`config.mk`:
```
export PLATFORM = sky130hd
export DESIGN_NAME = channel_start_hop_sync
export DESIGN_NICKNAME = d
export VERILOG_FILES = /design/src/core/chan_sync_pkg.sv /design/src/core/channel_start_hop_sync.sv
export SDC_FILE = /design/constraint.sdc
export NUM_CORES = 1
export LEC_CHECK = 0
export ABC_CLOCK_PERIOD_IN_PS = 2300
export BUFFER_PORTS_ARGS = -buffer_cell sky130_fd_sc_hd__buf_2
export CORE_AREA = 2 2 474 288
export CTS_BUF_LIST = sky130_fd_sc_hd__clkbuf_4 sky130_fd_sc_hd__clkbuf_8
export DETAILED_ROUTE_END_ITERATION = 12
export DIE_AREA = 0 0 476 290
export GPL_ROUTABILITY_DRIVEN = 0
export GPL_TIMING_DRIVEN = 0
export PLACE_DENSITY = 0.48
export SLEW_MARGIN = 20
export SYNTH_ARGS = -nofsm -noshare
export SYNTH_HDL_FRONTEND = slang
export SYNTH_SLANG_ARGS = --single-unit
```
`constraint.sdc`:
```
create_clock -name clock_in -period 2.3 [get_ports clock_in]
set_input_delay 0.23 -clock clock_in [delete_from_list [all_inputs] [get_ports clock_in]]
set_output_delay 0.23 -clock clock_in [all_outputs]
set_load 0.01 [all_outputs]
```
`src/core/chan_sync_pkg.sv`:
```
// What this block does
// RQ1 - host sleeps channel, loads setup, start hold-off of one, then clears sleep
// RQ2 - a channel processes data only while its sleep bit is low
// RQ3 - reset puts all four channels to sleep
// RQ4 - start and sync bits written together start the start countdowns
// RQ5 - start countdown reaching one clears the channel sleep bit
// RQ6 - soft start: ready rise to processing is hold-off plus six cycles
// RQ7 - host loads sync hold-offs from one up to two to sixteen minus one
// RQ8 - four sync pins, each channel selects any one of them
// RQ9 - host sets start-on-pin and pin enable after loading the hold-off
// RQ10 - enabled sync pin sampled high starts the start countdown
// RQ11 - pin start: pin rise to processing is hold-off plus three cycles
// RQ12 - frequency hold-off of zero makes a frequency write take effect at once
// RQ13 - hop and sync bits written together start the frequency countdowns
// RQ14 - frequency countdown reaching one moves the pending frequency to the oscillator
// RQ15 - soft hop: ready rise to new frequency is hold-off plus seven cycles
// RQ16 - hop-on-pin and pin enable set, pin sampled high starts frequency countdown
// RQ17 - pin hop: pin rise to new frequency is hold-off plus five cycles
// RQ18 - host programs frequency hold-off first, then the new frequency
// RQ19 - with a non-zero frequency hold-off, a written frequency waits in a shadow register until released
// RQ20 - each channel owns its own start and frequency hold-off counters
package chan_sync_pkg;

    // ------------------------------------------------------------
    // sizes
    // ------------------------------------------------------------
    localparam int NUM_CH = 4;
    localparam int NUM_PINS = 4;
    localparam int CNT_W = 16;
    localparam int FREQ_W = 32;
    localparam int DATA_W = 32;

    // ------------------------------------------------------------
    // external address registers
    // ------------------------------------------------------------
    localparam logic [2:0] EXT_SLEEP = 3'h3;
    localparam logic [2:0] EXT_PIN_HOP = 3'h4;
    localparam logic [2:0] EXT_SOFT_START = 3'h5;

    // ------------------------------------------------------------
    // channel registers
    // ------------------------------------------------------------
    localparam logic [7:0] CH_START_HOLDOFF = 8'h83;
    localparam logic [7:0] CH_FREQ_HOLDOFF = 8'h84;
    localparam logic [7:0] CH_TUNE_FREQ = 8'h85;
    localparam logic [7:0] CH_PIN_SEL = 8'h86;

    // ------------------------------------------------------------
    // field positions
    // ------------------------------------------------------------
    localparam int SYNC_LSB = 0;
    localparam int START_BIT = 4;
    localparam int HOP_BIT = 4;
    localparam int START_ON_PIN_BIT = 5;
    localparam int HOP_ON_PIN_BIT = 6;
    localparam int PIN_EN_LSB = 8;

    // ------------------------------------------------------------
    // reset values
    // ------------------------------------------------------------
    localparam logic [3:0] SLEEP_RST = 4'hf;
    localparam logic [15:0] HOLDOFF_RST = 16'h0000;
    localparam logic [31:0] FREQ_RST = 32'h00000000;
    localparam logic [31:0] EXT_RST = 32'h00000000;
    localparam logic [1:0] PIN_SEL_RST = 2'h0;

    // ------------------------------------------------------------
    // trigger latencies in master clocks
    // ------------------------------------------------------------
    localparam int SOFT_START_LAT = 6;
    localparam int PIN_START_LAT = 3;
    localparam int SOFT_HOP_LAT = 7;
    localparam int PIN_HOP_LAT = 5;

    // host access request
    typedef struct packed {
        logic wr;
        logic rd;
        logic ext;
        logic [1:0] chan;
        logic [7:0] addr;
        logic [31:0] data;
    } reg_req_t;

endpackage

```
`src/core/channel_start_hop_sync.sv`:
```
`timescale 1ns/1ps
`default_nettype none
module channel_start_hop_sync #(
    parameter int NUM_CH = chan_sync_pkg::NUM_CH,
    parameter int FREQ_W = chan_sync_pkg::FREQ_W
) (
    input wire logic clock_in,
    input wire logic rst_n_in,
    input wire chan_sync_pkg::reg_req_t req_in,
    input wire logic [chan_sync_pkg::NUM_PINS-1:0] sync_pin_in,
    output logic ready_out,
    output logic [chan_sync_pkg::DATA_W-1:0] rd_data_out,
    output logic [NUM_CH-1:0] chan_active_out,
    output logic [NUM_CH*FREQ_W-1:0] osc_freq_out
);

    // ------------------------------------------------------------
    // elaboration checks
    // ------------------------------------------------------------
    if (NUM_CH < 1 || NUM_CH > 4)
    begin : g_bad_ch
        $error("channel count must be 1 to 4");
    end
    if (FREQ_W < 1 || FREQ_W > chan_sync_pkg::DATA_W)
    begin : g_bad_fw
        $error("frequency width must be 1 to 32");
    end

    localparam int SSL = chan_sync_pkg::SOFT_START_LAT;
    localparam int PSL = chan_sync_pkg::PIN_START_LAT;
    localparam int SHL = chan_sync_pkg::SOFT_HOP_LAT;
    localparam int PHL = chan_sync_pkg::PIN_HOP_LAT;
    localparam int CW = chan_sync_pkg::CNT_W;

    // ------------------------------------------------------------
    // request decode
    // ------------------------------------------------------------
    logic ext_wr;
    logic ext3_wr;
    logic ext4_wr;
    logic ext5_wr;
    logic [chan_sync_pkg::DATA_W-1:0] ext4_q;
    logic [chan_sync_pkg::DATA_W-1:0] ext5_q;
    logic [NUM_CH-1:0] fire_start;
    logic [NUM_CH-1:0] awake_q;
    logic [CW-1:0] start_hold_rd [NUM_CH];
    logic [CW-1:0] freq_hold_rd [NUM_CH];
    logic [FREQ_W-1:0] shadow_rd [NUM_CH];
    logic [1:0] pin_sel_rd [NUM_CH];
    logic [chan_sync_pkg::DATA_W-1:0] rd_d;

    assign ext_wr = req_in.wr && req_in.ext;
    assign ext3_wr = ext_wr && (req_in.addr[2:0] == chan_sync_pkg::EXT_SLEEP);
    assign ext4_wr = ext_wr && (req_in.addr[2:0] == chan_sync_pkg::EXT_PIN_HOP);
    assign ext5_wr = ext_wr && (req_in.addr[2:0] == chan_sync_pkg::EXT_SOFT_START);

    // ext 4 and ext 5 storage
    always_ff @(posedge clock_in or negedge rst_n_in)
    begin
        if (!rst_n_in)
        begin
            ext4_q <= chan_sync_pkg::EXT_RST;
            ext5_q <= chan_sync_pkg::EXT_RST;
        end
        else
        begin
            if (ext4_wr)
                ext4_q <= req_in.data;
            if (ext5_wr)
                ext5_q <= req_in.data;
        end
    end

    // ready pulse on every accepted access, read data registered
    always_ff @(posedge clock_in or negedge rst_n_in)
    begin
        if (!rst_n_in)
        begin
            ready_out <= 1'b0;
            rd_data_out <= '0;
        end
        else
        begin
            ready_out <= req_in.wr || req_in.rd;
            if (req_in.rd)
                rd_data_out <= rd_d;
        end
    end

    // read mux, unmapped reads as zero
    always_comb
    begin
        rd_d = '0;
        if (req_in.ext)
        begin
            case (req_in.addr[2:0])
                chan_sync_pkg::EXT_SLEEP: rd_d[NUM_CH-1:0] = ~awake_q;
                chan_sync_pkg::EXT_PIN_HOP: rd_d = ext4_q;
                chan_sync_pkg::EXT_SOFT_START: rd_d = ext5_q;
                default: rd_d = '0;
            endcase
        end
        else if (int'(req_in.chan) < NUM_CH)
        begin
            case (req_in.addr)
                chan_sync_pkg::CH_START_HOLDOFF: rd_d[CW-1:0] = start_hold_rd[req_in.chan];
                chan_sync_pkg::CH_FREQ_HOLDOFF: rd_d[CW-1:0] = freq_hold_rd[req_in.chan];
                chan_sync_pkg::CH_TUNE_FREQ: rd_d[FREQ_W-1:0] = shadow_rd[req_in.chan];
                chan_sync_pkg::CH_PIN_SEL: rd_d[1:0] = pin_sel_rd[req_in.chan];
                default: rd_d = '0;
            endcase
        end
    end

    // ------------------------------------------------------------
    // sleep control
    // ------------------------------------------------------------
    // countdown release wins over a same-cycle sleep write
    always_ff @(posedge clock_in or negedge rst_n_in)
    begin
        if (!rst_n_in)
            awake_q <= ~chan_sync_pkg::SLEEP_RST[NUM_CH-1:0]; // RQ3
        else
        begin
            for (int i = 0; i < NUM_CH; i++)
            begin
                if (fire_start[i])
                    awake_q[i] <= 1'b1; // RQ5
                else if (ext3_wr)
                    awake_q[i] <= ~req_in.data[i]; // RQ2
            end
        end
    end
    assign chan_active_out = awake_q; // RQ2

    // ------------------------------------------------------------
    // per-channel hold-off logic
    // ------------------------------------------------------------
    for (genvar c = 0; c < NUM_CH; c++)
    begin : g_ch
        logic ch_wr;
        logic [CW-1:0] start_hold_q;
        logic [CW-1:0] freq_hold_q;
        logic [FREQ_W-1:0] shadow_q;
        logic [FREQ_W-1:0] osc_q;
        logic [1:0] pin_sel_q;
        logic start_arm_q;
        logic hop_arm_q;
        logic pin_hit;
        logic pin_start;
        logic pin_hop;
        logic soft_start;
        logic soft_hop;
        logic [SSL-1:0] ss_pipe_q;
        logic [PSL-1:0] ps_pipe_q;
        logic [SHL-1:0] sh_pipe_q;
        logic [PHL-1:0] ph_pipe_q;
        logic [CW-1:0] scnt_q;
        logic srun_q;
        logic [CW-1:0] fcnt_q;
        logic frun_q;
        logic fire_hop;

        assign ch_wr = req_in.wr && !req_in.ext && (int'(req_in.chan) == c);
        assign start_hold_rd[c] = start_hold_q;
        assign freq_hold_rd[c] = freq_hold_q;
        assign shadow_rd[c] = shadow_q;
        assign pin_sel_rd[c] = pin_sel_q;

        // channel register writes
        always_ff @(posedge clock_in or negedge rst_n_in)
        begin
            if (!rst_n_in)
            begin
                start_hold_q <= chan_sync_pkg::HOLDOFF_RST;
                freq_hold_q <= chan_sync_pkg::HOLDOFF_RST;
                shadow_q <= chan_sync_pkg::FREQ_RST[FREQ_W-1:0];
                pin_sel_q <= chan_sync_pkg::PIN_SEL_RST;
            end
            else if (ch_wr)
            begin
                case (req_in.addr)
                    chan_sync_pkg::CH_START_HOLDOFF: start_hold_q <= req_in.data[CW-1:0];
                    chan_sync_pkg::CH_FREQ_HOLDOFF: freq_hold_q <= req_in.data[CW-1:0];
                    chan_sync_pkg::CH_TUNE_FREQ: shadow_q <= req_in.data[FREQ_W-1:0]; // RQ19
                    chan_sync_pkg::CH_PIN_SEL: pin_sel_q <= req_in.data[1:0]; // RQ8
                    default: ;
                endcase
            end
        end

        // trigger sources
        assign soft_start = ext5_wr && req_in.data[chan_sync_pkg::START_BIT]
            && req_in.data[chan_sync_pkg::SYNC_LSB + c]; // RQ4
        assign soft_hop = ext4_wr && req_in.data[chan_sync_pkg::HOP_BIT]
            && req_in.data[chan_sync_pkg::SYNC_LSB + c]; // RQ13
        assign pin_hit = sync_pin_in[pin_sel_q]
            && ext4_q[chan_sync_pkg::PIN_EN_LSB + int'(pin_sel_q)]; // RQ8
        assign pin_start = start_arm_q && pin_hit; // RQ10
        assign pin_hop = hop_arm_q && pin_hit; // RQ16

        // pin arming, one trigger per arming
        always_ff @(posedge clock_in or negedge rst_n_in)
        begin
            if (!rst_n_in)
            begin
                start_arm_q <= 1'b0;
                hop_arm_q <= 1'b0;
            end
            else if (ext4_wr)
            begin
                start_arm_q <= req_in.data[chan_sync_pkg::START_ON_PIN_BIT]
                    && req_in.data[chan_sync_pkg::SYNC_LSB + c];
                hop_arm_q <= req_in.data[chan_sync_pkg::HOP_ON_PIN_BIT]
                    && req_in.data[chan_sync_pkg::SYNC_LSB + c]; // RQ16
            end
            else
            begin
                if (pin_start)
                    start_arm_q <= 1'b0;
                if (pin_hop)
                    hop_arm_q <= 1'b0;
            end
        end

        // trigger delay lines set the fixed latency
        always_ff @(posedge clock_in or negedge rst_n_in)
        begin
            if (!rst_n_in)
            begin
                ss_pipe_q <= '0;
                ps_pipe_q <= '0;
                sh_pipe_q <= '0;
                ph_pipe_q <= '0;
            end
            else
            begin
                ss_pipe_q <= {ss_pipe_q[SSL-2:0], soft_start}; // RQ6
                ps_pipe_q <= {ps_pipe_q[PSL-2:0], pin_start}; // RQ11
                sh_pipe_q <= {sh_pipe_q[SHL-2:0], soft_hop}; // RQ15
                ph_pipe_q <= {ph_pipe_q[PHL-2:0], pin_hop}; // RQ17
            end
        end

        // start countdown, fires when it reaches one
        assign fire_start[c] = srun_q && (scnt_q == CW'(1)); // RQ5
        always_ff @(posedge clock_in or negedge rst_n_in)
        begin
            if (!rst_n_in)
            begin
                scnt_q <= '0;
                srun_q <= 1'b0;
            end
            else if (ss_pipe_q[SSL-1] || ps_pipe_q[PSL-1])
            begin
                scnt_q <= start_hold_q; // RQ20
                srun_q <= (start_hold_q != '0);
            end
            else if (srun_q)
            begin
                scnt_q <= scnt_q - CW'(1); // RQ4
                srun_q <= !fire_start[c];
            end
        end

        // frequency countdown, fires when it reaches one
        assign fire_hop = frun_q && (fcnt_q == CW'(1)); // RQ14
        always_ff @(posedge clock_in or negedge rst_n_in)
        begin
            if (!rst_n_in)
            begin
                fcnt_q <= '0;
                frun_q <= 1'b0;
            end
            else if (sh_pipe_q[SHL-1] || ph_pipe_q[PHL-1])
            begin
                fcnt_q <= freq_hold_q; // RQ20
                frun_q <= (freq_hold_q != '0);
            end
            else if (frun_q)
            begin
                fcnt_q <= fcnt_q - CW'(1); // RQ13
                frun_q <= !fire_hop;
            end
        end

        // oscillator frequency: direct when hold-off is zero, else on release
        always_ff @(posedge clock_in or negedge rst_n_in)
        begin
            if (!rst_n_in)
                osc_q <= chan_sync_pkg::FREQ_RST[FREQ_W-1:0];
            else if (ch_wr && req_in.addr == chan_sync_pkg::CH_TUNE_FREQ
                && freq_hold_q == '0)
                osc_q <= req_in.data[FREQ_W-1:0]; // RQ12
            else if (fire_hop)
                osc_q <= shadow_q; // RQ14
        end
        assign osc_freq_out[c*FREQ_W +: FREQ_W] = osc_q;
    end

endmodule
`default_nettype wire

```
# [Word-level counts from Yosys, hierarchy flattened]
# Index checks and enable logic that the tools add are counted.
[classes] addsub=12 order_cmp=9 n_eq_ne=18 muxes=102 bitwise=6 n_reduce_logical=126
[op_table] cell="$mux W32" count=11
[op_table] cell="$mux W16" count=21
[op_table] cell="$eq A16 B1 Y1 const B" count=8
[op_table] cell="$reduce_bool A16 Y1" count=8
[op_table] cell="$sub A16 B1 Y16 const B" count=8
[op_table] cell="$bmux W16 S2" count=2
[op_table] cell="$bmux W32 S2" count=1
[op_table] cell="$logic_not A16 Y1" count=4
[op_table] cell="$pmux W28 S2" count=1
[op_table] cell="$logic_and A1 B1 Y1" count=55
[op_table] cell="$mux W1" count=52
[op_table] cell="$reduce_bool A2 Y1" count=24
[op_table] cell="$pmux W14 S3" count=1
[op_table] cell="$eq A8 B8 Y1 const B" count=4
[op_table] cell="$reduce_and A2 Y1" count=16
[op_table] cell="$lt A5 B6 Y1 const B" count=4
[op_table] cell="$add A4 B2 Y5 const A" count=4
[op_table] cell="$bmux W1 S5" count=4
[op_table] cell="$lt A2 B3 Y1 const B" count=4
[op_table] cell="$pmux W4 S3" count=1
[op_table] cell="$logic_not A1 Y1" count=9
[op_table] cell="$logic_or A1 B1 Y1" count=9
[op_table] cell="$bmux W1 S2" count=4
[op_table] cell="$pmux W2 S4" count=1
[op_table] cell="other kinds (11)" count=17
[totals] regBits=721 inputBits=51 out_inout_bits=165 elab_cells=341

# [Logic depth before layout (Yosys ltp)]
[depth] depth_word=8 depth_mapped=8 depth_no_buf=6

# [Worst setup path after synthesis]
# No wires, ideal clock.
[synth_timing] path_type="reg-to-reg" start="reg g_ch[0].scnt_q[2]" end="reg g_ch[0].srun_q" setup_time_ns=0.120 t_arrival_ns=2.117 t_required_ns=2.180 setup_slack_ns=0.063 stages_incl_launch_ff=6 n_path_buf=1 period_less_slack_ns=2.237 cell_sequence="dfrtp_1 or4_1 buf_2 or2_2 or4b_1 a31o_2"
[synth_between] elab_chain_len=5
[synth_lines] item="start: declaration" line_no="channel_start_hop_sync.sv:158" rtl="logic [CW-1:0] scnt_q;"
[synth_lines] item="start signal: assignment" line_no="channel_start_hop_sync.sv:256" rtl="scnt_q <= start_hold_q;"
[synth_lines] item="start signal: assignment" line_no="channel_start_hop_sync.sv:261" rtl="scnt_q <= scnt_q - CW'(1);"
[synth_lines] item="$eq A16 B1 Y1" line_no="channel_start_hop_sync.sv:246" rtl="assign fire_start[c] = srun_q && (scnt_q == CW'(1));"
[synth_lines] item="$logic_and A1 B1 Y1" line_no="channel_start_hop_sync.sv:246"
[synth_lines] item="$logic_not A1 Y1" line_no="channel_start_hop_sync.sv:262" rtl="srun_q <= !fire_start[c];"
[synth_lines] item="$mux W1" line_no="channel_start_hop_sync.sv:259" rtl="else if (srun_q)"
[synth_lines] item="$mux W1" line_no="channel_start_hop_sync.sv:254" rtl="else if (ss_pipe_q[SSL-1] || ps_pipe_q[PSL-1])"
[synth_lines] item="end signal: assignment" line_no="channel_start_hop_sync.sv:257" rtl="srun_q <= (start_hold_q != '0);"
[synth_lines] item="end signal: assignment" line_no="channel_start_hop_sync.sv:262"
[synth_lines] item="end: declaration" line_no="channel_start_hop_sync.sv:159" rtl="logic srun_q;"
# Every way passes these cells.
# A chain may end at the register's enable or synchronous reset.

# [Worst setup path in the final report]
# Same ends and word-level chain as after synthesis.

==> results.py <==
metrics = {
    "clocking": {
        "cts_root_buf": "clkbuf_8",
        "numCtsBuffers": 111,
        "clkTransAtPathRegs_ns": 0.06,
        "h-tree-depth": 3,
        "cts_tree": "built",
        "clock_latency_ns": 0.84,
        "clock-sinks": 721,
        "cts_buffer_depth": 3,
    },
    "routing": {
        "drc_errors": 0,
        "detail_route.first_pass.iterations": 6,
        "drt_iter0_drc": 3077,
        "via_count": 27088,
        "routedWlPerCell_um": 26.6,
        "wirelength_um": 139000,
        "vias_per_cell": 5.18,
        "ant_nets": 0,
    },
    "finish": {
        "final_util": 0.300,
        "drive_gt1_frac": 0.267,
        "layout_common_cells": "717 x dfrtp_1, 302 x mux2_2, 208 x buf_2",
        "stdcell_count": 5232,
        "syn_to_final_growth_pct": 20.4,
        "layout.cells.most_common": "dfrtp_1",
        "num-nets-final": 3392,
    },
    "floorplanning": {
        "die_area_mm2": 0.138,
        "die_y_um": 290,
        "num_rows": 104,
        "io_pins": 216,
        "die_width_um": 476,
        "start_util": 0.249,
        "design.core.area_mm2": 0.133,
    },
    "global_route": {
        "grt_max_degree": 97,
        "antenna_found_initial": 26,
        "gr-total-overflow": 0,
        "grt.total_usage": 0.198,
        "grt_pass1_wl_um": 196000,
        "grt_pass1_vias": 25497,
    },
    "yosys": {
        "synth_area_leaders": "dfrtp_1 54%, mux2_2 10%, mux4_2 5.0%",
        "async_flop_share": 1.00,
        "syn_inst": 2964,
        "synth_top_area_cell": "dfrtp_1",
        "syn_area_per_cell_um2": 11.2,
        "ys_seq_area_frac": 0.543,
        "synth-seq-cells": 721,
        "yosys.cell_types.count": 61,
        "ys.flop_type": "dfrtp_1",
        "synth-edff-count": 0,
        "ys_warn_count": 0,
        "synth_area_mm2": 0.0332,
        "synthesis.nets": 3031,
        "synth_top_area_share": 0.543,
    },
    "place": {
        "hpwl_um": 105000,
        "io_buffers": 185,
        "dp.cells": 4961,
    },
    "power": {
        "peakVddDrop_mv": 0.505,
        "p_leak_uw": 0.0170,
        "p_per_area_mw_per_mm2": 912,
    },
    "critical_path": {
        "path_cells": "or4_4, buf_6, or2_4, or4b_4, a31o_4",
        "worst-path-stages": 5,
        "path_buf_inv": 1,
        "setup.worst_path.class": "register to register",
        "worst_r2r_path_depth": 5,
        "arrival_ns": 2.96,
        "crit_path_max_incr_delay_ns": 0.60,
        "worst_setup_path_start_kind": "register",
        "slowest_stage": "or4b_4",
        "end_kind": "register",
        "critPathMaxFanout": 4,
        "cp_top_family": "simple AND/OR/NAND/NOR gates",
        "required_ns": 3.01,
    },
    "min_path": {
        "hold_class": "primary input to async pin",
    },
    "timing": {
        "period_minus_slack_ns": 2.26,
        "drv_slew": 0,
        "period_share": 0.981,
        "skew_ns": 0.0583,
        "rsz0062_at_grt": "no",
        "setup_viol": 0,
        "relSlewSlack": 0.179,
        "worstMarginPinSlew_ns": 1.23,
        "max_freq_mhz": 443,
        "final_hold_viol_count": 0,
    },
    "run_status": {
        "status": "completed",
    },
    "job": {
        "maxCapViolCount": 0,
    },
}
state kept, by name (all words and copies together) (netlist names):
| name | flops |
|---|---|
| g_ch.fcnt_q | 64 |
| g_ch.ph_pipe_q | 20 |
| g_ch.start_hold_q | 64 |
| g_ch.osc_q | 128 |
| g_ch.ps_pipe_q | 12 |
| rd_data_out | 32 |
| ext5_q | 32 |
| ready_out | 1 |
| g_ch.hop_arm_q | 4 |
| g_ch.ss_pipe_q | 24 |
| g_ch.freq_hold_q | 64 |
| g_ch.pin_sel_q | 8 |
| g_ch.srun_q | 4 |
| g_ch.sh_pipe_q | 28 |
| g_ch.shadow_q | 128 |
| chan_active_out | 4 |
| g_ch.start_arm_q | 4 |
| ext4_q | 32 |
| g_ch.frun_q | 4 |
| g_ch.scnt_q | 64 |
synth_stat cells, types with 5 or more instances:
cell type	number
or4_1	22
a31oi_1	157
nor4b_1	5
o31ai_1	13
a21oi_1	83
xor2_1	34
mux4_2	74
and2_1	16
and3_1	13
buf_2	13
nand3_1	147
mux2i_1	31
clkbuf_1	238
mux2_2	302
nand4b_1	8
o221ai_1	5
xnor2_1	56
o211a_1	11
nor4bb_1	7
inv_1	24
or3b_2	6
o211ai_1	12
or3_1	26
a22oi_1	12
nor4_1	54
buf_1	17
nor2_1	145
o21ai_0	205
dfrtp_1	721
nor3_1	156
nor3b_1	7
or2_2	16
o41ai_1	5
nand4_1	48
nand2_1	207
ha_1	16
worst min-delay path: stages:
cell           delay (ns)
dlygate4sd3_1        0.57
buf_8                0.15
buf_16               0.29
metal layers:
layer | part of all wire | up-vias | GRT usage
met5 | 0.00038 | - | 0
met4 | 0.025 | 8 | 0.0509
met3 | 0.13 | 228 | 0.0976
met2 | 0.36 | 1303 | 0.233
met1 | 0.48 | 13922 | 0.306
li1 | - | 11627 | -
stage by stage:
stage	total power (uW)	hold slack [ns]	setup TNS [ns]	setup slack, ns	area (um2)
after floorplan	20500	-0.0656	0	0.0629	33200
after global placement	23300	0.331	-	-15.31	36400
after detailed placement	23500	0.185	-295.59	-1.15	36700
after CTS	36400	0.00196	0	0.00417	39800
after global routing	38300	0.0265	0	0.00308	40000
final	36500	0.0257	0	0.0448	40000
timing repair:
item	CTS	global route
hold buffers	34	0
hold endpoints to repair	228	0
endpoints found under the setup margin	164	187
resized for setup	34	46
pin swaps	6	11
setup buffers	11	14
path summary, 6_finish.rpt:
| kind | from | endpoint | slack [ns] |
|---|---|---|---|
| worst max-delay path | g_ch[0].scnt_q[2] | g_ch[0].srun_q | 0.04 |
| worst min-delay path | rst_n_in | g_ch[1].start_hold_q[11] | 0.03 |
| worst max register to register | g_ch[0].scnt_q[2] | g_ch[0].srun_q | 0.04 |
| worst min register to register | g_ch[0].sh_pipe_q[4] | g_ch[0].sh_pipe_q[5] | 0.34 |
| max in group asynchronous | rst_n_in | g_ch[3].osc_q[9] | 0.54 |
| min in group clock_in | req_in[44] | ext4_q[0] | 0.06 |
kinds of logic after synthesis:
group	Yosys count	synth area share
flops	721	0.543
buf+inv	293	0.0338
fa+ha+maj	16	0.00602
simple gates	911	0.139
xor+xnor	90	0.0237
mux	407	0.162
compound gates	526	0.0931
layout make-up:
class	instances	area (um2)
flip-flops and latches	721	18000
diodes	14	35.0
well taps	1802	2250
fillers	13897	93400
repair buffers	254	1710
clock inverters	29	315
multi-input cells	1950	14300
inverters	24	90.1
plain buffers	263	1060
clock buffers	175	2230
power breakdown:
group          internal (uW)  total (uW)  switching [uW]  leakage (uW)
clock network           6750       12500            5700       0.00135
registers              14500       16300            1780       0.00909
logic                   3110        7760            4650       0.00653
total                  24400       36500           12100        0.0170
Power figures use the tool's default switching activity.
